<file path="src/hdl/p7pf_pkg.sv">
/*
 * Constants for the port 7 upper pin function select block: register indices,
 * field positions, reset values and Wishbone geometry.
 * Assumes a 32-bit classic Wishbone bus with byte addresses; a register's
 * byte address is four times its index.
 */
package p7pf_pkg;
  // ---------------------------------------------------------------------
  // Bus geometry
  // ---------------------------------------------------------------------
  localparam int ADR_W = 12;
  localparam int IDX_W = 10;
  localparam int DAT_W = 32;
  localparam int REG_W = 8;

  // ---------------------------------------------------------------------
  // Register indices
  // ---------------------------------------------------------------------
  localparam logic [IDX_W-1:0] IDX_DIR = 10'h3EF;
  localparam logic [IDX_W-1:0] IDX_PULL = 10'h3FD;
  localparam logic [IDX_W-1:0] IDX_TRIG = 10'h383;
  localparam logic [IDX_W-1:0] IDX_TA3_MODE = 10'h399;
  localparam logic [IDX_W-1:0] IDX_TA2_MODE = 10'h398;
  localparam logic [IDX_W-1:0] IDX_UPDN = 10'h384;
  localparam logic [IDX_W-1:0] IDX_TPH = 10'h348;
  localparam logic [IDX_W-1:0] IDX_DATA = 10'h3ED;
  localparam logic [IDX_W-1:0] IDX_STAT = 10'h3EC;

  // ---------------------------------------------------------------------
  // Field positions
  // ---------------------------------------------------------------------
  localparam int B_P7 = 7;
  localparam int B_P6 = 6;
  localparam int B_P5 = 5;
  localparam int B_PULL_P74_77 = 7;
  localparam int B_TRIG_TA3_HI = 5;
  localparam int B_TRIG_TA3_LO = 4;
  localparam int B_TRIG_TA2_HI = 3;
  localparam int B_TRIG_TA2_LO = 2;
  localparam int B_MODE_GATE = 4;
  localparam int B_MODE_PULSE = 2;
  localparam int B_UPDN_TA3_2PH = 6;
  localparam int B_TPH_ENABLE = 2;
  localparam int B_ST_TA3_IN = 0;
  localparam int B_ST_TA3_UD = 1;
  localparam int B_ST_TA3_2PH = 2;
  localparam int B_ST_TA3_PULSE = 3;
  localparam int B_ST_TA2_IN = 4;
  localparam int B_ST_W_PHASE = 5;

  // ---------------------------------------------------------------------
  // Reset values
  // ---------------------------------------------------------------------
  localparam logic [REG_W-1:0] RST_REG = 8'h00;
  localparam logic [DAT_W-1:0] RD_ZERO = 32'h00000000;
endpackage : p7pf_pkg

</file>
<file path="src/hdl/p7pf_top.sv">
/*
 * Function select for port 7 bits 7, 6 and 5 with its control registers on
 * a classic Wishbone slave.
 * Assumes the timers and three-phase logic sit beside it and that the pads
 * are resolved outside from each pin's active-low output enable.
 */
`timescale 1ns/1ns
module p7pf_top (
  input wire logic clk_i,
  input wire logic rst_i,
  input wire logic ce_i,
  input wire logic wb_cyc_i,
  input wire logic wb_stb_i,
  input wire logic wb_we_i,
  input wire logic [p7pf_pkg::ADR_W-1:0] wb_adr_i,
  input wire logic [3:0] wb_sel_i,
  input wire logic [p7pf_pkg::DAT_W-1:0] wb_dat_i,
  output logic [p7pf_pkg::DAT_W-1:0] wb_dat_o,
  output logic wb_ack_o,
  input wire logic port7_bit7_pin_i,
  output logic port7_bit7_pin_o,
  output logic port7_bit7_pin_oe_n_o,
  output logic port7_bit7_pull_up_o,
  input wire logic port7_bit6_pin_i,
  output logic port7_bit6_pin_o,
  output logic port7_bit6_pin_oe_n_o,
  output logic port7_bit6_pull_up_o,
  input wire logic port7_bit5_pin_i,
  output logic port7_bit5_pin_o,
  output logic port7_bit5_pin_oe_n_o,
  output logic port7_bit5_pull_up_o,
  input wire logic ta3_pulse_i,
  input wire logic w_phase_i,
  output logic timer3_input_pin_o,
  output logic ta3_updown_o,
  output logic ta3_twophase_o,
  output logic timer2_input_pin_o,
  output logic ta3_gate_mode_o,
  output logic ta2_gate_mode_o
);
  import p7pf_pkg::*;

  // -----------------------------------------------------------------------
  // Control registers
  // -----------------------------------------------------------------------
  logic [REG_W-1:0] dir_ff;
  logic [REG_W-1:0] pull_ff;
  logic [REG_W-1:0] trig_ff;
  logic [REG_W-1:0] ta3_mode_ff;
  logic [REG_W-1:0] ta2_mode_ff;
  logic [REG_W-1:0] updn_ff;
  logic [REG_W-1:0] tph_ff;
  logic [REG_W-1:0] data_ff;
  logic ack_ff;
  logic [DAT_W-1:0] rdat_ff;

  // -----------------------------------------------------------------------
  // Bus decode
  // -----------------------------------------------------------------------
  wire logic [IDX_W-1:0] idx = wb_adr_i[ADR_W-1:2];
  wire logic req = wb_cyc_i & wb_stb_i & ~ack_ff;
  wire logic wr_go = req & wb_we_i & wb_sel_i[0];
  wire logic [REG_W-1:0] wbyte = wb_dat_i[REG_W-1:0];
  wire logic hit_dir = idx == IDX_DIR;
  wire logic hit_pull = idx == IDX_PULL;
  wire logic hit_trig = idx == IDX_TRIG;
  wire logic hit_ta3 = idx == IDX_TA3_MODE;
  wire logic hit_ta2 = idx == IDX_TA2_MODE;
  wire logic hit_updn = idx == IDX_UPDN;
  wire logic hit_tph = idx == IDX_TPH;
  wire logic hit_data = idx == IDX_DATA;
  wire logic hit_stat = idx == IDX_STAT;

  // -----------------------------------------------------------------------
  // Function decode
  // -----------------------------------------------------------------------
  wire logic tph_on = tph_ff[B_TPH_ENABLE];
  wire logic ta3_pulse_mode = ta3_mode_ff[B_MODE_PULSE];
  wire logic ta3_gate = ta3_mode_ff[B_MODE_GATE];
  wire logic ta3_2ph = updn_ff[B_UPDN_TA3_2PH];
  wire logic trig_ta3_clr = ~trig_ff[B_TRIG_TA3_HI] & ~trig_ff[B_TRIG_TA3_LO];
  wire logic trig_ta2_clr = ~trig_ff[B_TRIG_TA2_HI] & ~trig_ff[B_TRIG_TA2_LO];
  wire logic pull_grp = pull_ff[B_PULL_P74_77];

  // Count source input ignores the gate bit, so the pin feeds the timer
  // whenever it is an input with the trigger select cleared and, for timer 2, three-phase off.
  wire logic sel_ta3_in = ~dir_ff[B_P7] & trig_ta3_clr;
  wire logic sel_ta2_in = ~dir_ff[B_P5] & trig_ta2_clr & ~tph_on;
  wire logic sel_ta3_ud = ~dir_ff[B_P6] & ta3_gate & ~ta3_pulse_mode & ~ta3_2ph;
  wire logic sel_ta3_2ph = ~dir_ff[B_P6] & ta3_gate & ~ta3_pulse_mode & ta3_2ph;
  // The pulse output is withheld during two-phase processing; the pin then
  // falls back to its direction bit rather than floating an undefined drive.
  wire logic sel_ta3_pulse = ta3_pulse_mode & ~ta3_2ph;
  wire logic sel_w = tph_on;

  wire logic drv7 = dir_ff[B_P7];
  wire logic drv6 = sel_ta3_pulse | dir_ff[B_P6];
  wire logic drv5 = sel_w | dir_ff[B_P5];
  wire logic val7 = data_ff[B_P7];
  wire logic val6 = sel_ta3_pulse ? ta3_pulse_i : data_ff[B_P6];
  wire logic val5 = sel_w ? w_phase_i : data_ff[B_P5];
  wire logic pull7 = ~dir_ff[B_P7] & pull_grp;
  wire logic pull6 = ~dir_ff[B_P6] & pull_grp;
  wire logic pull5 = ~dir_ff[B_P5] & pull_grp;

  logic lvl7;
  logic lvl6;
  logic lvl5;

  // Reading the data register shows the pad for inputs and the latch for
  // outputs, even while a timer also takes the input.
  wire logic [2:0] lvl_up = {lvl7, lvl6, lvl5};
  wire logic [2:0] dir_up = dir_ff[B_P7:B_P5];
  wire logic [2:0] lat_up = data_ff[B_P7:B_P5];
  wire logic [2:0] view_up = (dir_up & lat_up) | (~dir_up & lvl_up);
  wire logic [REG_W-1:0] port_view = {view_up, data_ff[B_P5-1:0]};
  wire logic [REG_W-1:0] status = {2'b00, sel_w, sel_ta2_in, sel_ta3_pulse, sel_ta3_2ph,
                                   sel_ta3_ud, sel_ta3_in};

  wire logic [REG_W-1:0] rd_byte =
      hit_dir ? dir_ff :
      hit_pull ? pull_ff :
      hit_trig ? trig_ff :
      hit_ta3 ? ta3_mode_ff :
      hit_ta2 ? ta2_mode_ff :
      hit_updn ? updn_ff :
      hit_tph ? tph_ff :
      hit_data ? port_view :
      hit_stat ? status : RST_REG;
  wire logic [DAT_W-1:0] nxt_rdat = {{(DAT_W-REG_W){1'b0}}, rd_byte};

  // -----------------------------------------------------------------------
  // Register writes
  // -----------------------------------------------------------------------
  always_ff @(posedge clk_i) begin
    if (rst_i) begin
      dir_ff <= RST_REG;
      pull_ff <= RST_REG;
      trig_ff <= RST_REG;
      ta3_mode_ff <= RST_REG;
      ta2_mode_ff <= RST_REG;
    end else if (ce_i && wr_go) begin
      if (hit_dir) dir_ff <= wbyte;
      if (hit_pull) pull_ff <= wbyte;
      if (hit_trig) trig_ff <= wbyte;
      if (hit_ta3) ta3_mode_ff <= wbyte;
      if (hit_ta2) ta2_mode_ff <= wbyte;
    end
  end

  always_ff @(posedge clk_i) begin
    if (rst_i) begin
      updn_ff <= RST_REG;
      tph_ff <= RST_REG;
      data_ff <= RST_REG;
    end else if (ce_i && wr_go) begin
      if (hit_updn) updn_ff <= wbyte;
      if (hit_tph) tph_ff <= wbyte;
      if (hit_data) data_ff <= wbyte;
    end
  end

  // -----------------------------------------------------------------------
  // Bus answer
  // -----------------------------------------------------------------------
  // Every access, mapped or not, is answered one cycle after it is seen.
  always_ff @(posedge clk_i) begin
    if (rst_i) begin
      ack_ff <= 1'b0;
      rdat_ff <= RD_ZERO;
    end else if (ce_i) begin
      ack_ff <= req;
      if (req && !wb_we_i) rdat_ff <= nxt_rdat;
    end
  end

  assign wb_ack_o = ack_ff;
  assign wb_dat_o = rdat_ff;

  // -----------------------------------------------------------------------
  // Timer side
  // -----------------------------------------------------------------------
  logic ta3_in_ff;
  logic ta3_ud_ff;
  logic ta3_2ph_ff;
  logic ta2_in_ff;

  always_ff @(posedge clk_i) begin
    if (rst_i) begin
      ta3_in_ff <= 1'b0;
      ta3_ud_ff <= 1'b0;
      ta3_2ph_ff <= 1'b0;
      ta2_in_ff <= 1'b0;
    end else if (ce_i) begin
      ta3_in_ff <= sel_ta3_in & lvl7;
      ta3_ud_ff <= sel_ta3_ud & lvl6;
      ta3_2ph_ff <= sel_ta3_2ph & lvl6;
      ta2_in_ff <= sel_ta2_in & lvl5;
    end
  end

  assign timer3_input_pin_o = ta3_in_ff;
  assign ta3_updown_o = ta3_ud_ff;
  assign ta3_twophase_o = ta3_2ph_ff;
  assign timer2_input_pin_o = ta2_in_ff;
  // Gate and external trigger use need mode bit 4; count source does not.
  assign ta3_gate_mode_o = ta3_mode_ff[B_MODE_GATE];
  assign ta2_gate_mode_o = ta2_mode_ff[B_MODE_GATE];

  // -----------------------------------------------------------------------
  // Pads
  // -----------------------------------------------------------------------
  p7pf_pin u_pin7 (
    .clk_i(clk_i),
    .rst_i(rst_i),
    .ce_i(ce_i),
    .drive_en_i(drv7),
    .drive_val_i(val7),
    .pull_req_i(pull7),
    .pad_i(port7_bit7_pin_i),
    .pad_o(port7_bit7_pin_o),
    .pad_oe_n_o(port7_bit7_pin_oe_n_o),
    .pull_up_o(port7_bit7_pull_up_o),
    .level_o(lvl7)
  );

  p7pf_pin u_pin6 (
    .clk_i(clk_i),
    .rst_i(rst_i),
    .ce_i(ce_i),
    .drive_en_i(drv6),
    .drive_val_i(val6),
    .pull_req_i(pull6),
    .pad_i(port7_bit6_pin_i),
    .pad_o(port7_bit6_pin_o),
    .pad_oe_n_o(port7_bit6_pin_oe_n_o),
    .pull_up_o(port7_bit6_pull_up_o),
    .level_o(lvl6)
  );

  p7pf_pin u_pin5 (
    .clk_i(clk_i),
    .rst_i(rst_i),
    .ce_i(ce_i),
    .drive_en_i(drv5),
    .drive_val_i(val5),
    .pull_req_i(pull5),
    .pad_i(port7_bit5_pin_i),
    .pad_o(port7_bit5_pin_o),
    .pad_oe_n_o(port7_bit5_pin_oe_n_o),
    .pull_up_o(port7_bit5_pull_up_o),
    .level_o(lvl5)
  );
endmodule : p7pf_top

</file>
<file path="src/hdl/p7pf_pin.sv">
/*
 * One multiplexed pad: registers the drive enable, drive value and pull-up
 * request, and samples the pad level.
 * Assumes the pad input is synchronous to clk_i and that the surroundings
 * resolve the wire from the active-low output enable.
 */
`timescale 1ns/1ns
module p7pf_pin (
  input wire logic clk_i,
  input wire logic rst_i,
  input wire logic ce_i,
  input wire logic drive_en_i,
  input wire logic drive_val_i,
  input wire logic pull_req_i,
  input wire logic pad_i,
  output logic pad_o,
  output logic pad_oe_n_o,
  output logic pull_up_o,
  output logic level_o
);
  import p7pf_pkg::*;

  logic out_ff;
  logic oe_n_ff;
  logic pull_ff;
  logic lvl_ff;
  wire logic nxt_oe_n = ~drive_en_i;
  wire logic nxt_pull = pull_req_i & ~drive_en_i;

  always_ff @(posedge clk_i) begin
    if (rst_i) begin
      out_ff <= 1'b0;
      oe_n_ff <= 1'b1;
      pull_ff <= 1'b0;
      lvl_ff <= 1'b0;
    end else if (ce_i) begin
      out_ff <= drive_val_i;
      oe_n_ff <= nxt_oe_n;
      pull_ff <= nxt_pull;
      lvl_ff <= pad_i;
    end
  end

  assign pad_o = out_ff;
  assign pad_oe_n_o = oe_n_ff;
  assign pull_up_o = pull_ff;
  assign level_o = lvl_ff;
endmodule : p7pf_pin

</file>
<file path="config.mk">
export PLATFORM = sky130hd
export DESIGN_NAME = p7pf_top
export DESIGN_NICKNAME = d
export VERILOG_FILES = /design/src/hdl/p7pf_pkg.sv /design/src/hdl/p7pf_top.sv /design/src/hdl/p7pf_pin.sv
export SDC_FILE = /design/constraint.sdc
export NUM_CORES = 1
export LEC_CHECK = 0
export ABC_AREA = 1
export BUFFER_PORTS_ARGS = -buffer_cell sky130_fd_sc_hd__buf_4
export CAP_MARGIN = 40
export CORE_MARGIN = 8
export CORE_UTILIZATION = 40
export CTS_BUF_LIST = sky130_fd_sc_hd__clkbuf_4
export DETAILED_ROUTE_END_ITERATION = 10
export PLACE_DENSITY_LB_ADDON = 0.12
export SLEW_MARGIN = 20
export SYNTH_ARGS = -nofsm -noshare
export SYNTH_HDL_FRONTEND = slang
export SYNTH_SLANG_ARGS = --single-unit
</file>
<file path="constraint.sdc">
create_clock -name clk_i -period 1.5 [get_ports clk_i]
set_clock_uncertainty 0.1 [all_clocks]
set_input_delay 0.3 -clock clk_i [delete_from_list [all_inputs] [get_ports clk_i]]
set_output_delay 0.3 -clock clk_i [all_outputs]
set_load 0.1 [all_outputs]
</file>
* Word-level counts from Yosys, hierarchy flattened *
Index checks and enable logic that the tools add are counted.

storage, ports and cells
  RAM bits = 0
  bits of input ports = 59
  flip-flop bits (word level) = 89
  memories = 0
  bits in read-only memories = 0
  output and inout port bits = 48
  latch bits = 0
  logic and storage cells = 101

operators by class
  bitwise logic cells = 43
  magnitude comparators = 0
  equal/unequal tests = 9
  multiplexer cells = 11
  divide/modulo/power cells = 0
  add/subtract/negate cells = 0
  shift operators = 0
  multipliers = 0
  reductions and logical operators = 12

operators with widths
  kind                    number
  $eq A10 B10 Y1 const B  9
  $mux W8                 8
  $and A1 B1 Y1           24
  $reduce_and A2 Y1       9
  $not A1 Y1              13
  $and A3 B3 Y3           2
  $mux W6                 1
  $not A3 Y3              1
  $or A3 B3 Y3            1
  $logic_and A1 B1 Y1     2
  $mux W1                 2
  $or A1 B1 Y1            2
  $logic_not A1 Y1        1

* Logic depth before layout (Yosys ltp) *
Gate-level depths: netlist (run 1).

  word-level depth = 13
  depth in mapped cells = 12

* By module *
From an unflattened synthesis (run 1), not the netlist that was laid out.

unflattened totals
  cell total of the unflattened synthesis = 581
  area total of the unflattened synthesis = 4311.6 µm²

modules (own cells, without submodules)
  module    seq. area each (µm²)  cells each  area an instance (µm²)  times used
  p7pf_top  1541.5                527         3853.7                  1
  p7pf_pin  80.1                  18          152.6                   3

* Worst setup path after synthesis (run 1) *
No wires, ideal clock.

  path kind = register to register
  from = register ack_ff (netlist: wb_ack_o)
  to = register ta2_mode_ff[4]
  cell stages (with the launch flop) = 11
  buffers on the path = 1
  data required time = 1.276 ns
  path slack = -0.612 ns
  setup time = 0.124 ns
  data arrival time = 1.888 ns
  period minus slack after synthesis = 2.112 ns
  path through = dfxtp_1 -> nor2_1 -> nand2_1 -> inv_1 -> nand3_4 -> inv_2 -> nand3_2 -> inv_2 -> buf_4 -> o21ai_0 -> a21oi_1

on the way
  longest elaborated chain between the ends = 6

RTL lines
  what                                line             source
  start, declared                     p7pf_top.sv:54   logic ack_ff;
  start signal, assigned              p7pf_top.sv:172  ack_ff <= req;
  $not A1 Y1                          p7pf_top.sv:61   wire logic req = wb_cyc_i & wb_stb_i & ~ack_ff;
  $and A1 B1 Y1                       p7pf_top.sv:61
  $and A1 B1 Y1 (2 in series)         p7pf_top.sv:62   wire logic wr_go = req & wb_we_i & wb_sel_i[0];
  $logic_and A1 B1 Y1                 p7pf_top.sv:142  end else if (ce_i && wr_go) begin
  $reduce_and A2 Y1 (no source line)  --
  end signal, assigned                p7pf_top.sv:147  if (hit_ta2) ta2_mode_ff <= wbyte;
  end, declared                       p7pf_top.sv:50   logic [REG_W-1:0] ta2_mode_ff;

Every way passes these cells.
A chain may end at the register's enable or synchronous reset.

* Final worst setup path (run 1) *
  from = register ack_ff (netlist: wb_ack_o)
  to = register updn_ff[5]

on the way
  longest elaborated chain between the ends = 6

RTL lines
  what                                line             source
  $not A1 Y1                          p7pf_top.sv:61
  $and A1 B1 Y1                       p7pf_top.sv:61
  $and A1 B1 Y1 (2 in series)         p7pf_top.sv:62
  $logic_and A1 B1 Y1                 p7pf_top.sv:156  end else if (ce_i && wr_go) begin
  $reduce_and A2 Y1 (no source line)  --
  end signal, assigned                p7pf_top.sv:157  if (hit_updn) updn_ff <= wbyte;
  end, declared                       p7pf_top.sv:51   logic [REG_W-1:0] updn_ff;

Every way passes these cells.

==> results of run 1 <==
[sequential cells by signal, summed over array words and instances, names as in the netlist, 8 cells and up]
signal and flops:
trig_ff 8, wb_dat_o 8, tph_ff 8, pull_ff 8
updn_ff 8, ta2_mode_ff 8, dir_ff 8, ta3_mode_ff 8
data_ff 8
[power groups by stage]
| stage | clock network, mW | registers, mW | logic (mW) |
|---|---|---|---|
| finish | 1.38 | 2.39 | 0.838 |
| global route | 1.50 | 2.40 | 0.872 |
| CTS | 1.40 | 2.39 | 0.767 |
| detailed placement | 0 | 2.44 | 0.724 |
| global placement | 0 | 2.44 | 0.717 |
| floorplan | 0 | 2.53 | 0.470 |
[per-layer routing]
layer	part of all wire	track usage	up-vias
met2	0.48	0.335	166
met3	0.072	0.0364	35
met1	0.41	0.251	2176
met4	0.032	0.0846	0
met5	0	0	-
li1	-	-	2159
[critical path, stage by stage (launching register included)]
cell and delay (ps):
dfxtp_4 380, nor2_4 100, nand2_2 70, inv_2 70, nand3_4 90, buf_12 170, nor2_4 160, buf_6 120
clkbuf_16 140, a211oi_1 70
[area by class of cell]
| class | count | share of cell area |
|---|---|---|
| Clock buffer | 9 | 0.0102 |
| Clock inverter | 6 | 0.00998 |
| Inverter | 55 | 0.0365 |
| Multi-Input combinational cell | 404 | 0.395 |
| Sequential cell | 89 | 0.274 |
| Tap cell | 136 | 0.0256 |
| Timing Repair Buffer | 147 | 0.247 |
| Timing Repair inverter | 2 | 0.00207 |
[kinds of logic (layout without fill, tap and decap cells)]
family / after synthesis / after routing
flops: 89 / 89
compound gates: 162 / 162
other cells: 1 / 24
simple gates: 218 / 218
buf+inv: 102 / 219
[placed cells by master, fill, tap and decap left out, drive strengths merged]
cell type and n:
buf 140, dfxtp 89, nand2 80, a21oi 80, o21ai 69, nor2 63, inv 53, nand3 36
nand4 27, conb 24, clkbuf 11, a211oi 8, nor3 8, clkinv 6, dlygate4sd3 5, clkinvlp 3
o21bai 2, o211ai 2, or2 2, and3 1, nor4 1, o31ai 1, bufinv 1
[repair_timing]
action                                  4_1_cts  5_1_grt
hold endpoints to repair                      5        0
gates resized for setup                     113      183
endpoints found under the setup margin       79       95
pin swaps                                    32       41
hold buffers                                  5        0
setup buffers                                 5       15
cloned                                        4        3
[stage by stage]
step	power (mW)	utilization	instances	instance area [um^2]	hold WS [ps]
4_1_cts	4.56	0.576	834	5940	63.3
2_1_floorplan	3.00	-	595	4380	330
3_5_place_dp	3.17	0.507	805	5230	354
6_report	4.62	0.644	848	6650	80.9
3_3_place_gp	3.16	0.507	805	5230	346
5_1_grt	4.77	0.644	848	6650	112
[worst max-delay path by stage]
stage	startpoint	to	slack [ps]
finish	wb_ack_o$_SDFFE_PP0P_	updn_ff[5]$_SDFFE_PP0P_	-100
global route	dir_ff[5]$_SDFFE_PP0P_	wb_dat_o[5]$_SDFFE_PP0P_	-190
CTS	ta3_mode_ff[4]$_SDFFE_PP0P_	ta3_gate_mode_o	-80
detailed placement	wb_adr_i[2]	wb_dat_o[6]$_SDFFE_PP0P_	-370
global placement	wb_adr_i[2]	wb_dat_o[5]$_SDFFE_PP0P_	-350
floorplan	wb_ack_o$_SDFFE_PP0P_	trig_ff[5]$_SDFFE_PP0P_	-90
==> reports/results.tsv, run 1 <==
stage	metric	value	unit
pwr	Internal	3.09	mW
pwr	Clk pwr share	0.300	
setup_path	reg-to-reg endpoint	updn_ff[5]$_SDFFE_PP0P_	
setup_path	CP startpoint kind	register	
sta	RSZ-0062 raised after global routing	yes	
clock_tree	CTS tree	yes	
finish	multi-input logic area	0.00262	mm^2
sta	fmax	0.624	GHz
pwr	Lkg Pwr	2.63	nW
sta	max-slew violations	0	
synth	Main synth FF type	dfxtp_1	
finish	Filler cells	868	
setup_path	Reg2Reg Setup Slack	-100	ps
hold_path	worst hold endpoint	u_pin5.pad_o$_SDFFE_PP0P_	
synth	number of synthesized flops with an enable pin	0	
sta	Slew headroom	0.596	
floorplan	starting density of the core	0.412	
setup_path	Critical Path End Type	register	
synth	number of synthesized register bits	89	
clock_tree	Clock Path Buffers	2	
pwr	Sw Ratio	0.330	
flow_run	Maximum Capacitance Violations	0	
detailed_routing	1st-iter DRT viols	285	
synth	Distinct cells, synth	33	
sta	Final Cycle Share	1.07	
clock_tree	Root Driver	clkbuf_4	
hold_path	Hold WC Path Type	input pin to register	
pwr	VDD IR max	0.000386	V
detailed_routing	DRC	0	
detailed_routing	antenna viol nets, final	0	
synth	post-synthesis sequential area ratio	0.419	
synth	top cells by area in the synthesized netlist	dfxtp_1 (42%), a21oi_1 (9.4%), o21ai_0 (7.4%), nand2_1 (6.7%), buf_4 (5.6%)	
setup_path	Worst R2R Start	wb_ack_o$_SDFFE_PP0P_	
synth	Syn Area/Cell	7.44	um^2
synth	share of flip-flops with an asynchronous set or reset	0	
synth	synthesized cell area	0.00426	mm^2
detailed_routing	router iterations before antenna repair	5	
sta	Final min period	1600	ps
synth	Synth Area in XOR/XNOR	0	
finish	layout cells sized above 1	0.473	
outcome	failing checks	negative setup slack	
grt	largest net degree at the start of global routing	66	
pwr	Psw	1.52	mW
detailed_routing	WL/cell	18.1	um
hold_path	Hold Startpoint	w_phase_i	
synth	Post-synth top cells	dfxtp_1 (89), a21oi_1 (80), nand2_1 (76)	
clock_tree	htree depth	3	
clock_tree	clk_lat worst skew	460	ps
floorplan	FP Rows	37	
finish	Seq. cell area	0.00182	mm^2
finish	post-layout net count	767	
pwr	PD cells	694	mW/mm^2
floorplan	DIE HEIGHT	119	um
pwr	share of power burned in registers	0.519	
synth	Syn Inst Count	572	
detailed_routing	via count	4536	
sta	final worst slack	-102	ps
floorplan	Die Area	0.0142	mm^2
pwr	Comb pwr share	0.181	
sta	final-report hold violation count	0	
synth	most frequent cell after synthesis	dfxtp_1	
synth	warnings from Yosys	0	
setup_path	critical path class	register to register	
synth	Post-Synth Adder-Cell Area	0	
placed_design	Placement Setup Slack	-367	ps
finish	Area growth, synth to finish	56.2	%
finish	ANT cells	0	
synth	Synth Area in Compound Gates	0.198	
synth	post-synth top area cell	dfxtp_1	
setup_path	critical path required time	1730	ps
outcome	outcome	finished with violations	
sta	Final setup viols	62	
clock_tree	Worst-path clk slew	140	ps
setup_path	CP arrival	1830	ps
setup_path	R2R cell count	9	
clock_tree	Sink Count	89	
clock_tree	cts bufs inserted	9	
grt	first-pass GRT wire length	22900	um
synth	largest family of logic cells by synthesized area	simple AND/OR/NAND/NOR gates	
floorplan	core box area	0.0103	mm^2
grt	number of global-route vias before repair	4324	
synth	multiplexer area fraction after synthesis	0	
sta	Worst-Margin Slew	606	ps
grt	gr ovfl total	0	
grt	all-layer global routing usage	0.202	
grt	initial antenna violation count	0	
placed_design	PortBufs	53	
synth	area share of the largest cell type after synthesis	0.419	
synth	simple-gate share of the synthesized area	0.261	
detailed_routing	Via-to-Cell Ratio	5.35	
placed_design	GP Congestion	1.00	
hold_path	hold path depth	5	
sta	Setup TNS Final	-2950	ps
setup_path	Max Fanout on Critical Path	8	
placed_design	dpl hpwl	10000	um
detailed_routing	total wire length	15400	um
floorplan	width of the chip	119	um
floorplan	IO Pins	107	
No activity file was read; power rests on OpenSTA's default activity.
==> inputs of run 2 (changes only) <==
REMOVE_ABC_BUFFERS = 1   (was not set)
SETUP_SLACK_MARGIN = 0.02   (was not set)
==> run 2 against run 1 <==
Against the previous run:
- the run still ends with negative setup slack left
- via count fell by 2.2%
- clock power fell by 18%
- fmax barely moved
- combinational power fell by 5.8%
- total power fell by 6.6%
- final cell count fell by 0.47%
- critical path type unchanged
- largest power group unchanged
- highest routed layer unchanged
==> reports/results.tsv, run 2 (synthesis results as in run 1) <==
stage	metric	value	unit
clock_tree	Worst-path clk slew	140	ps
sta	Final Cycle Share	1.07	
floorplan	width of the chip	119	um
sta	hold_ws	44.1	ps
detailed_routing	router iterations before antenna repair	4	
finish	layout cells sized above 1	0.395	
detailed_routing	DRC	0	
placed_design	dpl hpwl	9960	um
grt	largest net degree at the start of global routing	66	
finish	post-layout net count	764	
grt	all-layer global routing usage	0.191	
pwr	Lkg Pwr	2.58	nW
floorplan	FP Rows	37	
clock_tree	clk_lat worst skew	460	ps
floorplan	starting density of the core	0.412	
outcome	outcome	finished with violations	
outcome	failing checks	negative setup slack	
floorplan	Die Area	0.0142	mm^2
sta	max-slew violations	0	
sta	Final min period	1600	ps
pwr	VDD IR max	0.000533	V
detailed_routing	WL/cell	17.3	um
sta	fmax	0.624	GHz
sta	RSZ-0062 raised after global routing	yes	
setup_path	CP startpoint kind	register	
detailed_routing	1st-iter DRT viols	241	
clock_tree	CTS tree	yes	
finish	most frequent cells in the layout	buf_4 (93), nand2_1 (69), a21oi_1 (62), dfxtp_1 (62), nor2_1 (42)	
flow_run	Maximum Capacitance Violations	0	
sta	Final setup viols	30	
setup_path	critical path required time	1720	ps
finish	ANT cells	0	
sta	Setup TNS Final	-1530	ps
clock_tree	Root Driver	clkbuf_4	
detailed_routing	via count	4435	
grt	number of global-route vias before repair	4253	
finish	Seq. cell area	0.00183	mm^2
detailed_routing	total wire length	14600	um
sta	final-report hold violation count	0	
floorplan	IO Pins	107	
clock_tree	Sink Count	89	
grt	initial antenna violation count	0	
finish	multi-input logic area	0.00230	mm^2
grt	gr ovfl total	0	
clock_tree	cts bufs inserted	9	
placed_design	PortBufs	53	
pwr	total power	4.31	mW
setup_path	Critical Path End Type	register	
setup_path	CP arrival	1830	ps
setup_path	Max Fanout on Critical Path	8	
setup_path	critical path class	register to register	
detailed_routing	antenna viol nets, final	0	
placed_design	GP Congestion	0.949	
grt	first-pass GRT wire length	21700	um
detailed_routing	Via-to-Cell Ratio	5.25	
clock_tree	Clock Path Buffers	2	
floorplan	DIE HEIGHT	119	um
finish	commonest non-fill, non-tap cell in the layout	buf_4	
hold_path	Hold WC Path Type	input pin to register	
sta	final worst slack	-101	ps
floorplan	core box area	0.0103	mm^2
pwr	PD cells	685	mW/mm^2
finish	Filler cells	910	
finish	Area growth, synth to finish	47.8	%
clock_tree	htree depth	3	
run 2: final timing paths:
path              slack, ps  cells past startpoint                         from                         endpoint
setup / recovery       -100                      9        wb_ack_o$_SDFFE_PP0P_      ta3_mode_ff[5]$_SDFFE_PP0P_
hold / removal           40                      3             port7_bit7_pin_i      u_pin7.level_o$_SDFFE_PP0P_
hold reg to reg         380                      2  u_pin7.level_o$_SDFFE_PP0P_  timer3_input_pin_o$_SDFFE_PP0P_
setup reg to reg       -100                      9        wb_ack_o$_SDFFE_PP0P_      ta3_mode_ff[5]$_SDFFE_PP0P_
run 2: power breakdown:
| group | leakage [nW] | total, mW | internal, mW | switching [mW] |
|---|---|---|---|---|
| registers | 0.731 | 2.39 | 2.38 | 0.0164 |
| clock network | 0.0494 | 1.13 | 0.331 | 0.797 |
| logic | 1.80 | 0.789 | 0.202 | 0.587 |
run 2: metal layers:
metal	part of all wire	global-route usage
met1	0.42	0.237
met2	0.49	0.321
met3	0.069	0.0449
met4	0.015	0.0577
met5	0	0
run 2: layout make-up:
class / instances / area share
multi-input cells: 404 / 0.365
inverters: 55 / 0.0356
flip-flops and latches: 89 / 0.290
clock inverters: 4 / 0.00358
repair inverters: 1 / 0.000796
repair buffers: 145 / 0.265
clock buffers: 10 / 0.0119
well taps: 136 / 0.0271
run 2: repair_timing:
action                                  in CTS  in global routing
hold buffers                                 4                  0
endpoints found under the hold margin        6                  0
resized for setup                           89                121
cloned                                       1                  3
setup buffers                                6                  8
endpoints found under the setup margin      85                 92
pin swaps                                    3                 45
run 2: critical path: stages, from the launching register on:
cell and delay [ps]:
dfxtp_2 350, nor2_2 100, nand2_2 80, inv_2 70, nand3_4 100, buf_12 170
nor2_4 140, buf_12 130, clkbuf_16 160, a21oi_1 70
run 2: metrics by stage:
| step | setup slack [ps] | utilization | cell area (um^2) | cells |
|---|---|---|---|---|
| final | -101 | 0.609 | 6290 | 844 |
| after global placement | -356 | 0.512 | 5280 | 809 |
| after CTS | -87.4 | 0.562 | 5800 | 834 |
| after global routing | -169 | 0.609 | 6290 | 844 |
| after floorplan | -509 | - | 4040 | 548 |
| after detailed placement | -414 | 0.512 | 5280 | 809 |
==> inputs of run 3 (changes only) <==
REMOVE_ABC_BUFFERS = not set   (was 1)
clock period = 1.32 ns   (was 1.5 ns; I/O delays follow)
==> run 3 against run 2 <==
Against the previous run:
- the run still ends with negative setup slack left
- setup slack worse by 130 ps
- sequential cell count unchanged
- final cell count up 4.5%
- design area up 9.0%
- worst hold slack improved by 19 ps
- non-clock buffer count is 35 higher
- fmax grew 2.9%
- combinational power is 22% higher
- first-iteration DRC count grew 22%
- sequential share of layout area fell by 2.2 points
- die area did not move
- critical endpoint is now dir_ff[0]$_SDFFE_PP0P_
==> reports/results.tsv, run 3 (synthesis results as in run 1) <==
stage	metric	value	unit
finish	commonest non-fill, non-tap cell in the layout	buf_4	
setup_path	CP startpoint kind	register	
hold_path	hold path depth	5	
finish	Final Non-Filler Cells	882	
setup_path	critical path class	register to register	
clock_tree	Sink Count	89	
setup_path	CP arrival	1810	ps
sta	RSZ-0062 raised after global routing	yes	
clock_tree	cts bufs inserted	9	
detailed_routing	total wire length	15400	um
detailed_routing	antenna viol nets, final	0	
detailed_routing	via count	4637	
floorplan	IO Pins	107	
floorplan	Die Area	0.0142	mm^2
placed_design	GP Congestion	0.962	
detailed_routing	1st-iter DRT viols	294	
grt	all-layer global routing usage	0.205	
placed_design	DP Cell Count	831	
sta	Setup TNS Final	-12170	ps
pwr	Lkg Pwr	2.82	nW
finish	layout cells sized above 1	0.512	
setup_path	critical path required time	1580	ps
outcome	outcome	finished with violations	
floorplan	DIE HEIGHT	119	um
finish	Final Util	0.664	
clock_tree	CTS tree	yes	
floorplan	width of the chip	119	um
clock_tree	Root Driver	clkbuf_4	
finish	ANT cells	0	
placed_design	dpl hpwl	10500	um
setup_path	reg-to-reg endpoint	dir_ff[0]$_SDFFE_PP0P_	
clock_tree	Worst-path clk slew	150	ps
finish	post-layout net count	800	
finish	Area growth, synth to finish	61.1	%
sta	final worst slack	-236	ps
hold_path	Hold WC Path Type	input pin to register	
pwr	VDD IR max	0.000862	V
setup_path	Max Fanout on Critical Path	5	
sta	max-slew violations	0	
sta	Final Cycle Share	1.18	
grt	number of global-route vias before repair	4364	
floorplan	starting density of the core	0.412	
setup_path	Critical Path End Type	register	
flow_run	Maximum Capacitance Violations	0	
finish	design area	0.00686	mm^2
clock_tree	clk_lat worst skew	460	ps
finish	most frequent cells in the layout	buf_4 (122), nand2_1 (67), dfxtp_1 (56)	
hold_path	Hold Startpoint	w_phase_i	
detailed_routing	router iterations before antenna repair	4	
floorplan	core box area	0.0103	mm^2
setup_path	R2R cell count	9	
sta	Final setup viols	96	
sta	fmax	0.643	GHz
setup_path	Reg2Reg Setup Slack	-240	ps
sta	final-report hold violation count	0	
detailed_routing	Via-to-Cell Ratio	5.26	
pwr	PD cells	786	mW/mm^2
placed_design	DP Area	0.00550	mm^2
setup_path	Worst R2R Start	wb_ack_o$_SDFFE_PP0P_	
grt	gr ovfl total	0	
grt	largest net degree at the start of global routing	44	
detailed_routing	DRC	0	
detailed_routing	WL/cell	17.5	um
outcome	failing checks	negative setup slack	
hold_path	worst hold endpoint	u_pin5.pad_o$_SDFFE_PP0P_	
grt	initial antenna violation count	0	
sta	Final min period	1560	ps
grt	first-pass GRT wire length	23100	um
clock_tree	htree depth	3	
clock_tree	Clock Path Buffers	2	
floorplan	FP Rows	37	
placed_design	PortBufs	53	
[run 3: timing repair]
item | CTS | global route
pin swaps | 26 | 45
resized for setup | 178 | 101
buffers inserted | 17 | 8
endpoints found under the setup margin | 100 | 99
endpoints found under the hold margin | 4 | 1
hold buffers | 4 | 1
cloned | 4 | 2
[run 3: final cells by class]
type                    count  area (um^2)
inverters                  55          235
fillers                   835         3470
multi-input cells         404         2580
flip-flops and latches     89         1840
well taps                 136          170
clock inverters             7         85.1
clock buffers               9         67.6
repair buffers            180         1860
repair inverters            2         15.0
[run 3: per-layer routing]
layer  global-route usage  part of all wire
met1                0.262              0.44
met2                0.337              0.48
met3               0.0463             0.057
met4               0.0617             0.018
met5                    0                 0
[run 3: power by group]
part           switching [mW]  leakage, nW  internal (mW)
registers              0.0221        0.735           2.70
clock network           0.957       0.0808          0.750
logic                   0.706         2.01          0.259
total                    1.69         2.82           3.71
[run 3: worst max path at each step]
stage | start | endpoint | slack, ps | cells past startpoint
floorplan | wb_ack_o$_SDFFE_PP0P_ | trig_ff[5]$_SDFFE_PP0P_ | -270 | 8
global placement | wb_adr_i[2] | wb_dat_o[0]$_SDFFE_PP0P_ | -570 | 11
detailed placement | wb_adr_i[2] | wb_dat_o[0]$_SDFFE_PP0P_ | -620 | 11
CTS | wb_ack_o$_SDFFE_PP0P_ | trig_ff[3]$_SDFFE_PP0P_ | -240 | 9
global route | wb_ack_o$_SDFFE_PP0P_ | dir_ff[0]$_SDFFE_PP0P_ | -300 | 9
finish | wb_ack_o$_SDFFE_PP0P_ | dir_ff[0]$_SDFFE_PP0P_ | -240 | 9
[run 3: critical path, stage by stage (launching register included)]
cell     delay (ps)
dfxtp_4         390
nor2_4           80
nand2_2          60
inv_2            60
nand3_4         110
buf_12          170
nor2_4          150
buf_4           190
buf_4           110
a21oi_2          40
[run 3: per-stage QoR]
step | hold WS (ps) | power, mW | setup WS (ps)
after floorplan | 299 | 3.42 | -274
after global placement | 335 | 3.62 | -565
after detailed placement | 337 | 3.63 | -622
after CTS | 3.63 | 5.37 | -237
after global routing | 66.4 | 5.57 | -296
final | 62.9 | 5.39 | -236
